[src/logic/bwd_pkg.sv]
package bwd_pkg;

   // ***************************************************************
   // clock and timing
   // ***************************************************************
   localparam int CLK_NS         = 8;
   localparam int FILT_MIN_NS    = 500;
   localparam int FILT_MAX_US    = 500;
   localparam int GAP_MAX_US     = 500;
   localparam int NR2N_MIN_US    = 15;
   localparam int CSWAKE_MIN_US  = 15;
   localparam int ATTN_PULSE_US  = 10;
   // strictly wider than the minimum: first whole cycle past it
   localparam int FILT_MIN_CYC   = FILT_MIN_NS / CLK_NS + 1;
   // strictly narrower than the maximum: last cycle before it
   localparam int FILT_MAX_CYC   = (FILT_MAX_US * 1000 + CLK_NS - 1) / CLK_NS - 1;
   localparam int GAP_MAX_CYC    = (GAP_MAX_US * 1000) / CLK_NS;
   localparam int NR2N_CYC       = (NR2N_MIN_US * 1000 + CLK_NS - 1) / CLK_NS;
   localparam int CSWAKE_CYC     = (CSWAKE_MIN_US * 1000 + CLK_NS - 1) / CLK_NS;
   localparam int ATTN_CYC       = (ATTN_PULSE_US * 1000) / CLK_NS;

   // ***************************************************************
   // serial commands
   // ***************************************************************
   localparam logic [7:0] CMD_KICK     = 8'h5a;
   localparam logic [7:0] CMD_XCVR_ON  = 8'h31;
   localparam logic [7:0] CMD_XCVR_OFF = 8'h30;
   localparam logic [7:0] CMD_WAKE_EN  = 8'h41;
   localparam logic [7:0] CMD_WAKE_DIS = 8'h40;
   localparam logic [7:0] CMD_HOLD     = 8'h66;
   localparam int         CMD_BITS     = 8;

   // ***************************************************************
   // reset values
   // ***************************************************************
   localparam logic RST_WAKE_EN = 1'b1;

   typedef enum logic [1:0] {
      MD_PROBATION,
      MD_NORMAL,
      MD_HOLD
   } bwd_mode_e;

   typedef struct packed {
      logic rx_n;
      logic sclk;
      logic cs_n;
      logic mosi;
   } bwd_pins_s;

endpackage : bwd_pkg

[src/logic/bwd_sync.sv]
`timescale 1ns/1ps
`default_nettype none
module bwd_sync #(
   parameter int W = 4
) (
   input  wire logic         ref_clk,
   input  wire logic         sys_rst,
   input  wire logic [W-1:0] async_in,
   output logic      [W-1:0] sync_out
);
   logic [W-1:0] s1_ff;
   logic [W-1:0] s2_ff;
   logic [W-1:0] s3_ff;

   genvar i;
   generate
      for (i = 0; i < W; i++) begin : g_bit
         // idle-high defaults so rx_n and cs_n show no edge after reset; the low-idling serial clock shows one fall
         always_ff @(posedge ref_clk) begin
            if (sys_rst) begin
               s1_ff[i]    <= 1'b1;
               s2_ff[i]    <= 1'b1;
               s3_ff[i]    <= 1'b1;
               sync_out[i] <= 1'b1;
            end else begin
               s1_ff[i] <= async_in[i];
               s2_ff[i] <= s1_ff[i];
               s3_ff[i] <= s2_ff[i];
               if (s2_ff[i] == s3_ff[i]) begin
                  sync_out[i] <= s3_ff[i];
               end
            end
         end
      end
   endgenerate
endmodule : bwd_sync
`default_nettype wire

[src/logic/bwd_top.sv]
`timescale 1ns/1ps
`default_nettype none
module bwd_top
   import bwd_pkg::*;
#(
   parameter int FILT_MAX = bwd_pkg::FILT_MAX_CYC,
   parameter int GAP_MAX  = bwd_pkg::GAP_MAX_CYC
) (
   input  wire logic          ref_clk,
   input  wire logic          sys_rst,
   input  wire logic          bus_rx_n,
   input  wire logic          spi_sclk,
   input  wire logic          spi_cs_n,
   input  wire logic          spi_mosi,
   output logic               spi_miso,
   output logic               spi_miso_oe,
   output logic               attn_n,
   output logic               bus_wake,
   output logic               xcvr_active,
   output logic               wake_en,
   output bwd_pkg::bwd_mode_e mode
);
   import bwd_pkg::*;

   // ***************************************************************
   // input synchronisation
   // ***************************************************************
   bwd_pins_s pin_raw;
   bwd_pins_s pin;
   bwd_pins_s pin_d_ff;

   assign pin_raw = '{rx_n: bus_rx_n, sclk: spi_sclk, cs_n: spi_cs_n, mosi: spi_mosi};

   bwd_sync #(.W(4)) u_sync (
      .ref_clk  (ref_clk),
      .sys_rst  (sys_rst),
      .async_in (pin_raw),
      .sync_out (pin)
   );

   always_ff @(posedge ref_clk) begin
      if (sys_rst) begin
         pin_d_ff <= '{rx_n: 1'b1, sclk: 1'b1, cs_n: 1'b1, mosi: 1'b1};
      end else begin
         pin_d_ff <= pin;
      end
   end

   logic sclk_fall;
   logic sclk_rise;
   logic cs_rise;
   logic cs_fall;
   logic dom;
   logic dom_end;

   assign sclk_fall = pin_d_ff.sclk & ~pin.sclk;
   assign sclk_rise = ~pin_d_ff.sclk & pin.sclk;
   assign cs_rise   = pin_d_ff.cs_n == 1'b0 && pin.cs_n == 1'b1;
   assign cs_fall   = pin_d_ff.cs_n == 1'b1 && pin.cs_n == 1'b0;
   assign dom       = ~pin.rx_n;
   assign dom_end   = ~pin_d_ff.rx_n & pin.rx_n;

   // ***************************************************************
   // serial port
   // ***************************************************************
   logic [7:0] rx_sh_ff;
   logic [3:0] bit_cnt_ff;
   logic       cmd_stb_ff;
   logic [7:0] cmd_ff;
   logic [7:0] tx_sh_ff;
   logic [7:0] status;

   always_ff @(posedge ref_clk) begin
      if (sys_rst || pin.cs_n) begin
         rx_sh_ff   <= 8'h00;
         bit_cnt_ff <= 4'h0;
         cmd_stb_ff <= 1'b0;
         cmd_ff     <= 8'h00;
      end else begin
         cmd_stb_ff <= 1'b0;
         if (sclk_fall) begin
            rx_sh_ff <= {rx_sh_ff[6:0], pin.mosi};
            if (bit_cnt_ff == 4'(CMD_BITS - 1)) begin
               // command acts from the eighth falling edge
               cmd_stb_ff <= 1'b1;
               cmd_ff     <= {rx_sh_ff[6:0], pin.mosi};
               bit_cnt_ff <= 4'h0;
            end else begin
               bit_cnt_ff <= bit_cnt_ff + 4'h1;
            end
         end
      end
   end

   logic [1:0] pulse_cnt_ff;

   assign status = {mode, xcvr_active, bus_wake, wake_en, pulse_cnt_ff, 1'b0};

   always_ff @(posedge ref_clk) begin
      if (sys_rst) begin
         tx_sh_ff    <= 8'h00;
         spi_miso    <= 1'b0;
         spi_miso_oe <= 1'b0;
      end else begin
         spi_miso_oe <= ~pin.cs_n;
         if (cs_fall) begin
            tx_sh_ff <= status;
            spi_miso <= 1'b0;
         end else if (!pin.cs_n && sclk_rise) begin
            spi_miso <= tx_sh_ff[7];
            tx_sh_ff <= {tx_sh_ff[6:0], 1'b0};
         end
      end
   end

   // commands are taken only while awake; a hold-mode host waits out
   // the wake delays before talking
   logic cmd_ok;
   logic xcvr_on_evt;

   assign cmd_ok      = cmd_stb_ff && mode != MD_HOLD;
   assign xcvr_on_evt = cmd_ok && mode == MD_NORMAL && cmd_ff == CMD_XCVR_ON;

   always_ff @(posedge ref_clk) begin
      if (sys_rst) begin
         wake_en <= RST_WAKE_EN;
      end else if (cmd_ok && cmd_ff == CMD_WAKE_EN) begin
         wake_en <= 1'b1;
      end else if (cmd_ok && cmd_ff == CMD_WAKE_DIS) begin
         wake_en <= 1'b0;
      end
   end

   always_ff @(posedge ref_clk) begin
      if (sys_rst) begin
         xcvr_active <= 1'b0;
      end else if (xcvr_on_evt) begin
         xcvr_active <= 1'b1;
      end else if (cmd_ok && (cmd_ff == CMD_XCVR_OFF || cmd_ff == CMD_HOLD)) begin
         xcvr_active <= 1'b0;
      end
   end

   // ***************************************************************
   // bus wake filter
   // ***************************************************************
   logic [16:0] width_ff;
   logic [16:0] gap_ff;
   logic        gap_run_ff;
   logic        too_long;
   logic        width_ok;
   logic        accept;
   logic        discard;
   logic        gap_out;
   logic        wake_set;

   assign too_long = dom && width_ff == 17'(FILT_MAX);
   assign width_ok = width_ff >= 17'(FILT_MIN_CYC) && width_ff <= 17'(FILT_MAX);
   assign accept   = wake_en && dom_end && width_ok;
   assign discard  = wake_en && ((dom_end && !width_ok) || too_long);
   assign gap_out  = gap_run_ff && gap_ff > 17'(GAP_MAX);
   assign wake_set = accept && pulse_cnt_ff == 2'd2;

   always_ff @(posedge ref_clk) begin
      if (sys_rst || !dom) begin
         width_ff <= 17'h0;
      end else if (width_ff <= 17'(FILT_MAX)) begin
         width_ff <= width_ff + 17'h1;
      end
   end

   always_ff @(posedge ref_clk) begin
      if (sys_rst || !wake_en || discard || xcvr_on_evt) begin
         gap_run_ff <= 1'b0;
         gap_ff     <= 17'h0;
      end else if (accept) begin
         gap_run_ff <= 1'b1;
         gap_ff     <= 17'h0;
      end else if (gap_out) begin
         gap_run_ff <= 1'b0;
         gap_ff     <= 17'h0;
      end else if (gap_run_ff && !dom) begin
         // spacing runs end to start: a pulse in progress freezes it
         gap_ff <= gap_ff + 17'h1;
      end
   end

   always_ff @(posedge ref_clk) begin
      if (sys_rst || !wake_en) begin
         pulse_cnt_ff <= 2'd0;
      end else if (discard) begin
         pulse_cnt_ff <= 2'd0;
      end else if (accept && pulse_cnt_ff != 2'd3) begin
         pulse_cnt_ff <= pulse_cnt_ff + 2'd1;
      end else if (gap_out && !bus_wake) begin
         pulse_cnt_ff <= 2'd0;
      end else if (xcvr_on_evt) begin
         pulse_cnt_ff <= 2'd0;
      end
   end

   // set beats the completing command in the same cycle
   always_ff @(posedge ref_clk) begin
      if (sys_rst) begin
         bus_wake <= 1'b0;
      end else if (wake_set) begin
         bus_wake <= 1'b1;
      end else if (xcvr_on_evt) begin
         bus_wake <= 1'b0;
      end
   end

   // ***************************************************************
   // mode sequencing
   // ***************************************************************
   logic [15:0] dly_ff;
   logic        dly_run_ff;
   logic        hold_wake;

   assign hold_wake = mode == MD_HOLD && !dly_run_ff && (cs_rise || wake_set);

   always_ff @(posedge ref_clk) begin
      if (sys_rst) begin
         mode       <= MD_PROBATION;
         dly_ff     <= 16'h0;
         dly_run_ff <= 1'b0;
      end else begin
         unique case (mode)
            MD_PROBATION: begin
               if (dly_run_ff) begin
                  if (dly_ff == 16'(NR2N_CYC - 1)) begin
                     mode       <= MD_NORMAL;
                     dly_run_ff <= 1'b0;
                  end else begin
                     dly_ff <= dly_ff + 16'h1;
                  end
               end else if (cmd_ok && cmd_ff == CMD_KICK) begin
                  dly_run_ff <= 1'b1;
                  dly_ff     <= 16'h0;
               end
            end
            MD_NORMAL: begin
               // hold starts as the frame closes, so its own
               // chip-select release is not taken as a wake
               if (cmd_ok && cmd_ff == CMD_HOLD) begin
                  dly_run_ff <= 1'b1;
               end else if (dly_run_ff && cs_rise) begin
                  mode       <= MD_HOLD;
                  dly_run_ff <= 1'b0;
               end
            end
            MD_HOLD: begin
               if (hold_wake) begin
                  dly_run_ff <= 1'b1;
                  dly_ff     <= 16'h0;
               end else if (dly_run_ff) begin
                  if (dly_ff == 16'(CSWAKE_CYC - 1)) begin
                     mode       <= MD_PROBATION;
                     dly_run_ff <= 1'b0;
                  end else begin
                     dly_ff <= dly_ff + 16'h1;
                  end
               end
            end
         endcase
      end
   end

   // ***************************************************************
   // attention pulse
   // ***************************************************************
   logic [15:0] attn_cnt_ff;

   always_ff @(posedge ref_clk) begin
      if (sys_rst) begin
         attn_n      <= 1'b1;
         attn_cnt_ff <= 16'h0;
      end else if (hold_wake) begin
         attn_n      <= 1'b0;
         attn_cnt_ff <= 16'(ATTN_CYC - 1);
      end else if (attn_cnt_ff != 16'h0) begin
         attn_cnt_ff <= attn_cnt_ff - 16'h1;
      end else begin
         attn_n <= 1'b1;
      end
   end

endmodule : bwd_top
`default_nettype wire

[config.mk]
export PLATFORM = sky130hd
export DESIGN_NAME = bwd_top
export DESIGN_NICKNAME = d
export VERILOG_FILES = /design/src/logic/bwd_pkg.sv /design/src/logic/bwd_sync.sv /design/src/logic/bwd_top.sv
export SDC_FILE = /design/constraint.sdc
export NUM_CORES = 1
export LEC_CHECK = 0
export BUFFER_PORTS_ARGS = -buffer_cell sky130_fd_sc_hd__buf_2
export CORE_MARGIN = 1.5
export CORE_UTILIZATION = 52
export DETAILED_ROUTE_END_ITERATION = 12
export MAX_ROUTING_LAYER = met4
export PLACE_DENSITY = 0.68
export REMOVE_ABC_BUFFERS = 1
export SYNTH_ARGS = -nofsm -noshare
export SYNTH_HDL_FRONTEND = slang
export SYNTH_SLANG_ARGS = --single-unit
[constraint.sdc]
create_clock -name ref_clk -period 4.8 [get_ports ref_clk]
set_input_delay 0.72 -clock ref_clk [delete_from_list [all_inputs] [get_ports ref_clk]]
set_output_delay 0.72 -clock ref_clk [all_outputs]
set_load 0.05 [all_outputs]
[Word-level counts from Yosys, hierarchy flattened]
Cells that the tools add are included.
Cells by class
  add/subtract/negate cells: 6
  $lt $le $gt $ge: 3
  eq/ne operators: 29
  muxes and demuxes: 39
  bitwise gates (word level): 10
  reduce and logical (&&, ||, !) cells: 56
Operators with widths (count)
  $mux W16: 5
  $add A17 B1 Y17 const B: 2
  $eq A8 B7 Y1 const B: 4
  $pmux W16 S2: 1
  $logic_and A1 B1 Y1: 25
  $mux W11: 2
  $mux W2: 10
  $eq A17 B16 Y1 const B: 1
  $ge A17 B6 Y1 const B: 1
  $gt A17 B16 Y1 const B: 1
  $le A17 B16 Y1 const B: 1
  $add A16 B1 Y16 const B: 1
  $eq A16 B11 Y1 const B: 1
  $eq A8 B6 Y1 const B: 2
  $mux W1: 16
  $mux W8: 2
  $ne A2 B2 Y1 const B: 8
  $reduce_bool A16 Y1: 1
  $sub A16 B1 Y16 const B: 1
  $reduce_bool A2 Y1: 6
  $reduce_or A2 Y1: 5
  $logic_or A1 B1 Y1: 8
  $not A1 Y1: 7
  $reduce_and A7 Y1: 1
  19 further kinds: 31
Word-level totals
  register bits after elaboration: 124
  input bits: 6
  output and inout bits: 8
  word-level logic and storage cells: 182

[Longest topological paths before layout]
  depth in word-level cells: 9
  gate-level depth with buffers: 10
  depth with buffers taken out: 8

[Modules after synthesis]
A second synthesis with hierarchy kept.
Unflattened totals
  cell total of the unflattened synthesis: 663
  area, all modules: 5755.5 sq um
By module, submodules not included
  bwd_top: times used 1, cells an instance 622, area each 5283.8 sq um, seq. area each 2162.1 sq um
  bwd_sync: times used 1, cells an instance 41, area each 471.7 sq um, seq. area each 320.3 sq um

[Least setup slack after synthesis]
Ideal clock, no wire load.
  kind: register to register
  start: register mode[0]
  end: register dly_ff[0]
  arrival: 2.699 ns
  setup slack: 1.985 ns
  stages on the path, launching flop included: 9
  buffers on the path: 0
  path through: dfxtp_1 -> inv_1 -> ha_1 -> nand4bb_1 -> o311a_1 -> or3_1 -> or2_0 -> and3_1 -> o21ba_2
Between the ends
  cells in the longest elaborated chain, start to end: 5
  elaborated cells on any way between the ends: 13
  those cells by class: 4 x eq/ne; 2 x mux; 7 x reduce/logical
RTL lines
  start, declared: line bwd_top.sv:21  | output bwd_pkg::bwd_mode_e mode
  start signal, assigned: line bwd_top.sv:224  | mode <= MD_PROBATION;
  start signal, assigned: line bwd_top.sv:232  | mode <= MD_NORMAL;
  start signal, assigned: line bwd_top.sv:248  | mode <= MD_HOLD;
  $ne A2 B2 Y1 / $eq A2 B2 Y1 (equally long branches): line bwd_top.sv:121, bwd_top.sv:220, bwd_top.sv:228
  $logic_and A1 B1 Y1 (on tied branches): line bwd_top.sv:121, bwd_top.sv:220
  $logic_and A1 B1 Y1 (on tied branches): line bwd_top.sv:237, bwd_top.sv:220
  $ne A3 B3 Y1 (no line) / $mux W16 (equally long branches)
  $reduce_and A3 Y1 (no line) / $pmux W16 S2 (equally long branches)
  end signal, assigned: line bwd_top.sv:235  | dly_ff <= dly_ff + 16'h1;
  end signal, assigned: line bwd_top.sv:261  | dly_ff <= dly_ff + 16'h1;
  end, declared: line bwd_top.sv:216  | logic [15:0] dly_ff;
Parallel ways exist; a longest one is shown, timed or not.
A chain may end at the register's enable or synchronous reset.

[Worst setup path in the final report]
Ends and elaborated chain as after synthesis.

==> results.sh <==
export IMPL_finalHoldViolations=0
export IMPL_drt_antenna_violating_nets=0
export IMPL_placed_cells=792
export IMPL_route_detailed_drc=0
export IMPL_ys_ff_latch=124
export IMPL_fin_nets=689
export IMPL_slew_violations=0
export IMPL_path_max_fanout=13
export IMPL_period_share=0.597
export IMPL_cts_buffer_depth=2
export IMPL_global_route_overflow_total=0
export IMPL_gp_routability_congestion=0.862
export IMPL_ys_flop_type="dfxtp_1"
export IMPL_hpwl_um=8130
export IMPL_globalRouteTotalUtil=0.226
export IMPL_routedWlPerCell_um=14.5
export IMPL_vdd_ir_drop_max_mv=0.324
export IMPL_fmax_ghz=0.349
export IMPL_tightest_slew_ps=889
export IMPL_grt_antenna_before_repair=0
export IMPL_finalSetupViolCount=0
export IMPL_grt_pass1_vias=4412
export IMPL_die_height_um=109
export IMPL_synth_edf_count=0
export IMPL_max_cap_violations=0
export IMPL_drt_pass1_iter_count=7
export IMPL_clock_skew_ps=8.23
export IMPL_synth_yosys_seq_area_share=0.425
export IMPL_htreeDepth=4
export IMPL_endpoint_kind="flip-flop"
export IMPL_worstSetupPathType="flip-flop to flip-flop"
export IMPL_status="complete, no violations"
export IMPL_layout_common_cells="dfxtp_1, nor2_1, nand2_1, a21oi_1, nand3_1"
export IMPL_core_um2=10900
export IMPL_diodes=0
export IMPL_cts_resized=0
export IMPL_cts_root_buf="clkbuf_8"
export IMPL_dieArea_um2=11900
export IMPL_fin_util=0.603
export IMPL_ios=14
export IMPL_grt_max_degree=42
export IMPL_hp_class="input port to flip-flop"
export IMPL_post_cts_setup_buffers=0
export IMPL_cts_hold_fix_buffers=0
export IMPL_drt_iter0_markers=439
export IMPL_ys_async_sr_fraction=0
export IMPL_final_common_cell="dfxtp_1"
export IMPL_fin_crit_ps=2870
export IMPL_via_per_inst=5.74
export IMPL_top_usage_layer="met2"
export IMPL_clk_pin_slew_ps=60
export IMPL_placementRows=38
export IMPL_layout_cells_non_filler=823
export IMPL_syn_area_per_cell_um2=8.75
export IMPL_grt_use_met3=0.0723
export IMPL_ys_types=60
export IMPL_tns_ps=0
export IMPL_clock_latency_ps=530
export IMPL_drt_total_wl_um=11900
export IMPL_fp_dieW_um=109
export IMPL_initial_core_util=0.536
export IMPL_yosysWarnings=0
export IMPL_power_density_nw_per_um2=409
export IMPL_leakagePower_uw=0.00223
export IMPL_worst_endpoint_required_ps=5220
export IMPL_worstSetupStartpointType="flip-flop"
export IMPL_met2_usage=0.371
export IMPL_maxSlewHeadroom=0.404
export IMPL_synthCells=667
export IMPL_area_growth_pct=12.5
export IMPL_hold_slack_ps=367
export IMPL_drive_gt1_frac=0.114
export IMPL_io_buffers=13
export IMPL_cts_made_buffers=17
export IMPL_finalPower_uw=2690
export IMPL_grt_pass1_wl_um=20200
export IMPL_cts_tree="done"
export IMPL_cts_num_sinks=124
export IMPL_grt_util_met1=0.257
export IMPL_rsz0062_at_grt="false"
export IMPL_cp_data_arrival_time_ps=3290
export IMPL_syn_area_um2=5840
export IMPL_fillers=934
export IMPL_vias=4728
-- layout make-up --
cell class,count,area [um2],share of cell area
clock inverters,13,174,0.0265
inverters,18,67.6,0.0103
repair buffers,15,80.1,0.0122
well taps,140,175,0.0267
clock buffers,18,428,0.0652
multi-input cells,495,3160,0.481
flip-flops and latches,124,2480,0.378
-- metal layers --
layer | up-vias | wire length, um
li1 | 2395 | -
met1 | 2240 | 5530
met2 | 85 | 5850
met3 | 8 | 426
met4 | 0 | 102
met5 | - | 0
-- path summary, 6_finish.rpt --
| path | startpoint | to | slack (ps) | cells after the start |
|---|---|---|---|---|
| max | mode[0] | dly_ff[0] | 1930 | 8 |
| min | spi_sclk | u_sync.s1_ff[2] | 370 | 2 |
| max reg2reg | mode[0] | dly_ff[0] | 1930 | 8 |
| min reg2reg | u_sync.s1_ff[2] | u_sync.s2_ff[2] | 410 | 1 |
-- registers in the layout (all words and copies together), names as in the netlist, 2 cells and up --
signal	cells
mode	2
u_sync.s2_ff	4
attn_cnt_ff	16
bit_cnt_ff	4
tx_sh_ff	7
rx_sh_ff	7
cmd_ff	8
dly_ff	16
pulse_cnt_ff	2
pin_d_ff	3
width_ff	17
u_sync.s3_ff	4
u_sync.sync_out	4
gap_ff	17
u_sync.s1_ff	4
-- metrics by stage --
step                      area, um2  worst slack [ps]
after global placement         5960              2080
after CTS                      6570              1940
final                          6570              1930
after detailed placement       5960              1970
after floorplan                5710              1970
after global routing           6570              1690
-- where the power goes --
| group | leakage, uW | internal (uW) | switching, uW |
|---|---|---|---|
| Sequential | 0.00100 | 1070 | 40.1 |
| Clock | 0.000296 | 847 | 455 |
| Combinational | 0.000925 | 132 | 142 |
-- logic make-up after synthesis --
family / after synthesis / synth area share
and+or+nand+nor: 303 / 0.272
adders and majority gates: 12 / 0.0257
DFF: 124 / 0.425
xor gates and xnor gates: 42 / 0.0630
AOI/OAI and AO/OA: 114 / 0.138
buffers and inverters: 48 / 0.0336
muxes: 24 / 0.0418
-- worst max-delay path, cell delays in order, from the launching register on --
cell       delay (ps)
dfxtp_1           390
inv_1              80
ha_1              280
nand4bb_1         310
o31ai_2           450
and3_1            230
nand3_1           330
nand3_1           480
o21ba_2           220
-- synthesized netlist by cell type (8+ instances only) --
cell type / number / area, um2
a21oi_1: 41 / 205
nand4_1: 20 / 125
inv_1: 18 / 67.6
xor2_1: 23 / 201
or4_1: 8 / 60.1
a211oi_1: 11 / 82.6
nand3_1: 30 / 150
dfxtp_1: 124 / 2480
ha_1: 12 / 150
o31ai_1: 8 / 60.1
nand2b_1: 10 / 62.6
and3_1: 9 / 56.3
nor2b_1: 8 / 50.1
nor2_1: 92 / 345
clkbuf_1: 21 / 78.8
or2_2: 18 / 113
mux2i_1: 23 / 230
nor3_1: 11 / 55.1
o2111ai_1: 8 / 70.1
or3_1: 8 / 50.1
nand2_1: 52 / 195
xnor2_1: 19 / 166
Note: power is estimated with default switching activity, not from simulation.
